File: src/hdl/hppsl_pkg.sv
// Behaviour
// - straps are captured at power-on reset and again when the external reset pin rises, then held.
// - a downstream port is disabled when its D+ strap and its D- strap are both sampled high.
// - a power control pin used as output is driven high for power on and low for power off.
// - a power control pin used as input reads low as an overcurrent from the external monitor.
// - a high shared-power strap on the port 4 pin selects ganged mode with port 4 as common control.
// - the upstream power-detect input decides whether the hub presents itself upstream.
// - toggling upstream power-detect renegotiates the upstream link without a chip reset.
package hppsl_pkg;

  // ************************************************************
  // sizes and timing
  // ************************************************************
  localparam int unsigned PORT_CNT        = 4;
  localparam int unsigned CLK_PERIOD_NS   = 20;
  localparam int unsigned SENSE_PERIOD_NS = 100000;  // spacing of overcurrent looks
  localparam int unsigned SENSE_WIN_NS    = 100;     // pin released this long per look
  // longest spacing rounds down, least window rounds up
  localparam int unsigned SENSE_PERIOD_CYC = SENSE_PERIOD_NS / CLK_PERIOD_NS;
  localparam int unsigned SENSE_WIN_CYC    = (SENSE_WIN_NS + CLK_PERIOD_NS - 1) / CLK_PERIOD_NS;
  localparam int unsigned SYNC_W           = 2 + 3 * PORT_CNT;

  // ************************************************************
  // reset values
  // ************************************************************
  localparam logic [PORT_CNT-1:0] STRAP_RST = 4'h0;
  localparam logic                GANG_RST  = 1'b0;

  // ************************************************************
  // types
  // ************************************************************
  typedef enum logic [2:0] {
    HPPSL_HOLD = 3'b001,  // in reset, pins released so straps can be read
    HPPSL_CAPT = 3'b010,  // one cycle to latch the straps
    HPPSL_RUN  = 3'b100
  } hppsl_state_e;

  // pin levels that cross into the clock domain
  typedef struct packed {
    logic                ext_rst_n;
    logic                up_pwr;
    logic [PORT_CNT-1:0] ctl_in;
    logic [PORT_CNT-1:0] dp;
    logic [PORT_CNT-1:0] dm;
  } hppsl_pins_s;

  typedef struct packed {
    hppsl_state_e        st;
    hppsl_pins_s         s1;
    hppsl_pins_s         s2;
    logic [PORT_CNT-1:0] dp_lat;
    logic [PORT_CNT-1:0] dm_lat;
    logic                gang_lat;
    logic [15:0]         sense_cnt;
    logic [3:0]          win_cnt;
    logic [PORT_CNT-1:0] oc;
    logic                attach;
    logic                up_prev;
    logic                reconnect;
  } hppsl_state_s;

endpackage

File: src/hdl/hppsl_port_power.sv
`timescale 1ns/100ps
module hppsl_port_power
  import hppsl_pkg::*;
#(
  parameter int unsigned SENSE_PERIOD = SENSE_PERIOD_CYC,
  parameter int unsigned SENSE_WIN    = SENSE_WIN_CYC
) (
  // clock and power-on reset
  input  wire logic                mclk,
  input  wire logic                rst,
  // external reset pin
  input  wire logic                ext_reset_n,
  // configuration strap pins
  input  wire logic [PORT_CNT-1:0] port_dplus_disable_strap,
  input  wire logic [PORT_CNT-1:0] port_dminus_disable_strap,
  // port power control pins, bit 3 also carries shared_power_select
  input  wire logic [PORT_CNT-1:0] port_power_ctl_pin_in,
  output logic      [PORT_CNT-1:0] port_power_ctl_pin_out,
  output logic      [PORT_CNT-1:0] port_power_ctl_pin_oe,
  // upstream power detect pin
  input  wire logic                upstream_power_detect,
  // hub core side
  input  wire logic [PORT_CNT-1:0] port_power_req,
  input  wire logic [PORT_CNT-1:0] port_oc_clear,
  output logic      [PORT_CNT-1:0] port_disabled,
  output logic      [PORT_CNT-1:0] port_power_on,
  output logic      [PORT_CNT-1:0] port_overcurrent,
  output logic                     shared_power_select,
  output logic                     core_running,
  output logic                     upstream_attach,
  output logic                     upstream_reconnect
);

  // ************************************************************
  // state and derived terms
  // ************************************************************
  hppsl_state_s        cur_ff;
  hppsl_state_s        nxt_st;
  hppsl_pins_s         pins_now;
  logic                run;
  logic                sensing;
  logic                sample;
  logic                common_on;
  logic [PORT_CNT-1:0] want;
  logic [PORT_CNT-1:0] eff_on;
  logic [PORT_CNT-1:0] oc_seen;

  // gather pin levels for the synchroniser
  assign pins_now = '{ext_rst_n: ext_reset_n, up_pwr: upstream_power_detect,
                      ctl_in: port_power_ctl_pin_in,
                      dp: port_dplus_disable_strap, dm: port_dminus_disable_strap};

  assign run       = (cur_ff.st == HPPSL_RUN);
  assign sensing   = (cur_ff.win_cnt != 4'h0);
  assign sample    = (cur_ff.win_cnt == 4'h1);
  assign port_disabled = cur_ff.dp_lat & cur_ff.dm_lat;
  // a port wants power only while running, enabled and free of overcurrent
  assign want      = port_power_req & ~port_disabled & ~cur_ff.oc & {PORT_CNT{run}};
  assign common_on = |want;

  // ************************************************************
  // per-port pin drive
  // ************************************************************
  genvar gi;
  generate
    for (gi = 0; gi < PORT_CNT; gi++) begin : g_port
      if (gi == PORT_CNT - 1) begin : g_last
        // the last pin is the common switch control in ganged mode
        assign eff_on[gi] = cur_ff.gang_lat ? common_on : want[gi];
        assign port_power_ctl_pin_oe[gi] = run & ~(sensing & eff_on[gi]);
      end else begin : g_rest
        assign eff_on[gi] = ~cur_ff.gang_lat & want[gi];
        // in ganged mode the other pins are left to their pull-ups
        assign port_power_ctl_pin_oe[gi] = run & ~cur_ff.gang_lat & ~(sensing & eff_on[gi]);
      end
      // high means power on; low removes power, also for disabled ports when not ganged
      assign port_power_ctl_pin_out[gi] = eff_on[gi] & ~sensing;
      // a released powered pin pulled low by the monitor is an overcurrent
      assign oc_seen[gi] = sample & eff_on[gi] & ~cur_ff.s2.ctl_in[gi];
    end
  endgenerate

  // ************************************************************
  // next state
  // ************************************************************
  always_comb begin
    nxt_st    = cur_ff;
    // first stage feeds the second stage only
    nxt_st.s1 = pins_now;
    nxt_st.s2 = cur_ff.s1;
    nxt_st.reconnect = 1'b0;
    case (cur_ff.st)
      HPPSL_HOLD: begin
        // pins are released here, so the synced strap levels are valid
        if (cur_ff.s2.ext_rst_n) begin
          nxt_st.st = HPPSL_CAPT;
        end
      end
      HPPSL_CAPT: begin
        nxt_st.dp_lat   = cur_ff.s2.dp;
        nxt_st.dm_lat   = cur_ff.s2.dm;
        nxt_st.gang_lat = cur_ff.s2.ctl_in[PORT_CNT-1];
        nxt_st.oc       = '0;
        nxt_st.sense_cnt = 16'(SENSE_PERIOD - 1);
        nxt_st.win_cnt  = 4'h0;
        nxt_st.st       = HPPSL_RUN;
      end
      HPPSL_RUN: begin
        // overcurrent look: release powered pins, sample at end of window
        if (sensing) begin
          nxt_st.win_cnt = cur_ff.win_cnt - 4'h1;
        end else if (cur_ff.sense_cnt == 16'h0) begin
          nxt_st.win_cnt   = 4'(SENSE_WIN);
          nxt_st.sense_cnt = 16'(SENSE_PERIOD - 1);
        end else begin
          nxt_st.sense_cnt = cur_ff.sense_cnt - 16'h1;
        end
        // a new overcurrent wins over a clear in the same cycle
        if (cur_ff.gang_lat) begin
          nxt_st.oc = ((cur_ff.oc & ~port_oc_clear)
                      | {PORT_CNT{oc_seen[PORT_CNT-1]}}) & ~port_disabled;
        end else begin
          nxt_st.oc = ((cur_ff.oc & ~port_oc_clear) | oc_seen) & ~port_disabled;
        end
        if (!cur_ff.s2.ext_rst_n) begin
          // straps stay latched through the external reset
          nxt_st.st = HPPSL_HOLD;
        end
      end
      default: begin
        nxt_st.st = HPPSL_HOLD;
      end
    endcase
    // upstream presence follows the detect pin; a rise means reconnect
    nxt_st.up_prev   = cur_ff.s2.up_pwr;
    nxt_st.attach    = (nxt_st.st == HPPSL_RUN) & cur_ff.s2.up_pwr;
    nxt_st.reconnect = run & cur_ff.s2.up_pwr & ~cur_ff.up_prev;
  end

  // state register; the power-on reset forces a new strap capture
  always_ff @(posedge mclk or posedge rst) begin
    if (rst) begin
      cur_ff <= '{st: HPPSL_HOLD, dp_lat: STRAP_RST, dm_lat: STRAP_RST,
                 gang_lat: GANG_RST, default: '0};
    end else begin
      cur_ff <= nxt_st;
    end
  end

  // ************************************************************
  // outputs
  // ************************************************************
  assign port_power_on       = eff_on;
  assign port_overcurrent    = cur_ff.oc;
  assign shared_power_select = cur_ff.gang_lat;
  assign core_running        = run;
  assign upstream_attach     = cur_ff.attach;
  assign upstream_reconnect  = cur_ff.reconnect;

  // ************************************************************
  // assertions
  // ************************************************************
  AST_STRAP_HOLD: assert property (@(posedge mclk) disable iff (rst)
    (cur_ff.st != HPPSL_CAPT) |=> $stable(cur_ff.dp_lat) && $stable(cur_ff.gang_lat))
    else $error("straps changed outside a capture");

  AST_STRAP_TAKE: assert property (@(posedge mclk) disable iff (rst)
    (cur_ff.st == HPPSL_CAPT) |=> cur_ff.dm_lat == $past(cur_ff.s2.dm) && run)
    else $error("straps not taken at capture");

  AST_DIS_EVAL: assert property (@(posedge mclk) disable iff (rst)
    (cur_ff.st == HPPSL_CAPT) |=>
      port_disabled == ($past(cur_ff.s2.dp) & $past(cur_ff.s2.dm)))
    else $error("disable not formed from both straps");

  AST_PWR_HIGH: assert property (@(posedge mclk) disable iff (rst)
    (run && !cur_ff.gang_lat && !sensing && want[0]) |->
      port_power_ctl_pin_oe[0] && port_power_ctl_pin_out[0])
    else $error("enabled port pin not driven high");

  AST_OC_SET: assert property (@(posedge mclk) disable iff (rst)
    (run && !cur_ff.gang_lat && oc_seen[1] && !port_disabled[1]) |=> port_overcurrent[1] ##1
      !port_power_on[1])
    else $error("overcurrent not latched or power kept");

  AST_GANG_PINS: assert property (@(posedge mclk) disable iff (rst)
    (run && cur_ff.gang_lat) |-> port_power_ctl_pin_oe[PORT_CNT-2:0] == '0)
    else $error("ganged mode drives a non-common pin");

  AST_ATTACH: assert property (@(posedge mclk) disable iff (rst)
    (run && $past(run)) |-> upstream_attach == $past(cur_ff.s2.up_pwr))
    else $error("attach does not follow power detect");

  AST_RECONNECT: assert property (@(posedge mclk) disable iff (rst)
    (run && $rose(cur_ff.s2.up_pwr) && cur_ff.s2.ext_rst_n) |=>
      upstream_reconnect && run && $stable(cur_ff.dp_lat))
    else $error("detect toggle did not renegotiate in place");

  AST_DIS_OFF: assert property (@(posedge mclk) disable iff (rst)
    (port_disabled & (port_power_on | port_overcurrent)) == '0)
    else $error("disabled port powered or flagged");

  AST_PIN_LOW: assert property (@(posedge mclk) disable iff (rst)
    (run && !cur_ff.gang_lat && !want[1]) |->
      port_power_ctl_pin_oe[1] && !port_power_ctl_pin_out[1])
    else $error("unpowered port pin not driven low");

  AST_PINS_FREE: assert property (@(posedge mclk) disable iff (rst)
    !run |-> port_power_ctl_pin_oe == '0 && port_power_ctl_pin_out == '0)
    else $error("control pin driven while straps are read");

  AST_GANG_OC: assert property (@(posedge mclk) disable iff (rst)
    (run && cur_ff.gang_lat && oc_seen[PORT_CNT-1]) |=>
      port_overcurrent == ~port_disabled)
    else $error("common pin overcurrent not spread to enabled ports");

  AST_OC_CLEAR: assert property (@(posedge mclk) disable iff (rst)
    (run && !cur_ff.gang_lat && port_oc_clear[1] && !oc_seen[1]) |=>
      !port_overcurrent[1])
    else $error("overcurrent flag not cleared");

endmodule // hppsl_port_power

File: config.mk
export PLATFORM = sky130hd
export DESIGN_NAME = hppsl_port_power
export DESIGN_NICKNAME = d
export VERILOG_FILES = /design/src/hdl/hppsl_pkg.sv /design/src/hdl/hppsl_port_power.sv
export SDC_FILE = /design/constraint.sdc
export NUM_CORES = 1
export LEC_CHECK = 0
export BUFFER_PORTS_ARGS = -buffer_cell sky130_fd_sc_hd__buf_4
export CAP_MARGIN = 20
export CORE_MARGIN = 2
export CORE_UTILIZATION = 60
export DETAILED_ROUTE_END_ITERATION = 8
export GPL_TIMING_DRIVEN = 1
export PLACE_DENSITY = 0.84
export SETUP_SLACK_MARGIN = 0.5
export SYNTH_ARGS = -nofsm -noshare
export SYNTH_HDL_FRONTEND = slang
export SYNTH_SLANG_ARGS = --single-unit
File: constraint.sdc
create_clock -name mclk -period 3.7 [get_ports mclk]
set_input_delay 0.74 -clock mclk [delete_from_list [all_inputs] [get_ports mclk]]
set_output_delay 0.74 -clock mclk [all_outputs]
set_load 0.005 [all_outputs]
==> results.py <==
metrics = {
    "sta": {
        "fmax_mhz": 337,
        "finalSetupTns_ns": 0,
        "fin_skew_ns": 0.00846,
        "period_share_pct": 80.2,
        "worst_pin_slew_ns": 1.00,
        "maxSlewViolCount": 0,
        "hold_viol_final": 0,
        "worst_hold_slack_ns": 0.346,
        "relSlewSlack_pct": 33.1,
        "setup_violations": 0,
        "finalCriticalPeriod_ns": 2.97,
        "rsz0062_at_grt": "no",
    },
    "synth": {
        "synth_seq_cells": 67,
        "synth_top_cell_by_area": "dfrtp_1",
        "ys.flop_type": "dfrtp_1",
        "syn_area_um2": 2880,
        "yosysTopAreaCellShare_pct": 57.3,
        "syn_avg_cell_area_um2": 10.7,
        "muxShareOfSynthArea_pct": 4.74,
        "yosys-top-cells-area": "dfrtp_1 57%, nor2_1 3.9%, mux2_2 3.5%",
        "post-synth-top-count-cell": "dfrtp_1",
        "synth-seq-area-share_pct": 58.3,
        "netlist_top_cells_count": "66 x dfrtp_1, 30 x nor2_1, 23 x nand2_1",
        "ys_types": 46,
        "synthAdderAreaFrac_pct": 1.74,
        "synth_xor_area_share_pct": 0.608,
        "async_reset_ff_share_pct": 100,
        "synth-compound-area-share_pct": 12.5,
        "synth-edff-count": 0,
        "syn_inst": 269,
        "syn-num-nets": 297,
        "synth_warnings": 0,
        "synthSimpleGateAreaFrac_pct": 17.3,
        "synth_top_family_by_area": "simple AND/OR/NAND/NOR gates",
    },
    "routing": {
        "via_count": 2182,
        "drt_pass1_iterations": 4,
        "wl_met1_um": 2460,
        "dr_wl_met3_um": 287,
        "drtIter0Drc": 151,
        "routed_via_density": 5.80,
        "drc": 0,
        "postRouteAntennaNets": 0,
        "wl_um": 5850,
        "wire_per_inst_um": 15.6,
        "routed.top_layer": "met4",
        "wl_met2_um": 2960,
    },
    "setup_path": {
        "reg2reg_depth": 7,
        "cp_cell_sequence": "or3b_1, inv_1, nand2b_1, or2_2, nor2_1, buf_4",
        "max_stage_delay_ns": 0.53,
        "slowest_stage": "or3b_1",
        "arrival_ns": 2.23,
        "worstReg2RegStart": "cur_ff[11]",
        "cp_max_fo": 9,
        "endpoint_kind": "primary output",
        "reg2reg_to": "cur_ff[21]",
        "crit_type": "reg -> out",
        "cp.required_ns": 2.96,
        "critPathTopFamily": "simple AND/OR/NAND/NOR gates",
        "startpoint_type": "flip-flop",
        "r2r_slack_ns": 1.12,
        "cp_num_buf_inv": 2,
    },
    "floorplan": {
        "dieArea_um2": 5370,
        "boundaryPins": 48,
        "coreArea_um2": 4660,
        "initial_core_util_pct": 61.8,
        "die_h_um": 73.3,
        "die_w_um": 73.3,
        "fp-row-count": 25,
    },
    "flow_run": {
        "max_cap_violations": 0,
    },
    "placed_design": {
        "place_congestion": 0.901,
        "dp_hpwl_um": 4160,
        "port_buffers": 47,
        "dpl.cell_count": 360,
    },
    "clock_tree": {
        "cts_resized": 0,
        "clk_latency_ns": 0.34,
        "cts_root_buffer": "clkbuf_8",
        "post_cts_buffers": 0,
        "cts-buffers-inserted": 9,
        "clk_pin_slew_worst_paths_ns": 0.07,
        "h-tree-depth": 3,
        "cts_tree": "built",
        "cts_num_sinks": 67,
        "clk_path_buf_depth": 2,
        "hold_buffers": 0,
    },
    "min_path": {
        "hp-class": "reg -> reg",
        "hold_path_end": "cur_ff[48]",
        "hp-start": "cur_ff[62]",
        "min_path_cells": 0,
    },
    "power": {
        "p_per_area_nw_per_um2": 614,
        "power.total_uw": 2110,
        "ir_worst_vdd_uv": 397,
        "cellLeakagePower_uw": 0.00159,
    },
    "final_layout": {
        "utilization_pct": 73.7,
        "nets": 345,
        "drive_above_1_share_pct": 25.8,
        "synthToLayoutAreaGrowth_pct": 19.3,
        "antenna_cells": 0,
        "fin_cells": 376,
    },
    "global_route": {
        "grt_pass1_vias": 2157,
        "antenna_found_initial": 0,
        "grt-ovfl-total": 0,
        "grtUsageTotal_pct": 24.5,
        "grt_start_max_net_pins": 28,
        "grt_pass1_wl_um": 9780,
    },
    "outcome": {
        "status": "complete, no violations",
    },
}
-- per-stage QoR --
stage               setup WS (ns)  instance area [µm²]
finish                      0.731                 3440
global route                0.552                 3440
CTS                         0.714                 3440
detailed placement           1.09                 3240
global placement             1.15                 3240
floorplan                    1.28                 2880
-- metal layers --
layer / track usage, % / vias up
met3: 5.76 / 15
met1: 29.6 / 1063
met4: 14.2 / 0
met5: 0 / -
li1: - / 1032
met2: 40.2 / 72
-- sequential cells by signal (all words and copies together), names as in the netlist --
register	cells
port_overcurrent	4
cur_ff	60
upstream_attach	1
shared_power_select	1
upstream_reconnect	1
-- cell families after synthesis --
logic type / after synthesis
fa+ha+maj: 4
simple gates: 98
flops: 67
compound gates: 57
xor+xnor: 2
buf+inv: 29
mux: 12
-- power by group --
| group | switching, µW | internal (µW) |
|---|---|---|
| Clock | 267 | 329 |
| Combinational | 281 | 238 |
| Sequential | 123 | 871 |
-- worst max-delay path by stage --
stage | startpoint | to | slack, ns | depth (start not counted)
after floorplan | rst | cur_ff[10] | 1.28 | 1
after global placement | cur_ff[66] | port_power_ctl_pin_out[2] | 1.15 | 6
after detailed placement | cur_ff[66] | port_power_ctl_pin_out[2] | 1.09 | 6
after CTS | cur_ff[66] | port_power_ctl_pin_out[2] | 0.71 | 6
after global routing | cur_ff[66] | port_power_ctl_pin_out[2] | 0.55 | 6
final | cur_ff[66] | port_power_ctl_pin_out[2] | 0.73 | 6
-- placed cells by master (no fill, tap or decap), types with 3 or more instances in the layout --
master / n
mux2_2: 9
nor2_1: 30
nand2b_1: 5
a31oi_1: 7
o211ai_1: 4
dfrtp_1: 66
nor4_1: 3
a21oi_1: 12
o21ai_0: 18
o32ai_1: 3
nand2_1: 23
nor3_1: 7
inv_1: 15
or4b_2: 3
nand3_1: 12
buf_4: 50
clkbuf_8: 10
ha_1: 4
-- area by class of cell --
type | instances | area (µm²)
flip-flops and latches | 67 | 1680
fillers | 321 | 1220
multi-input cells | 173 | 1060
well taps | 54 | 67.6
repair buffers | 50 | 375
clock buffers | 12 | 145
inverters | 16 | 60.1
clock inverters | 4 | 50.0
No activity file was read; power rests on OpenSTA's default activity.
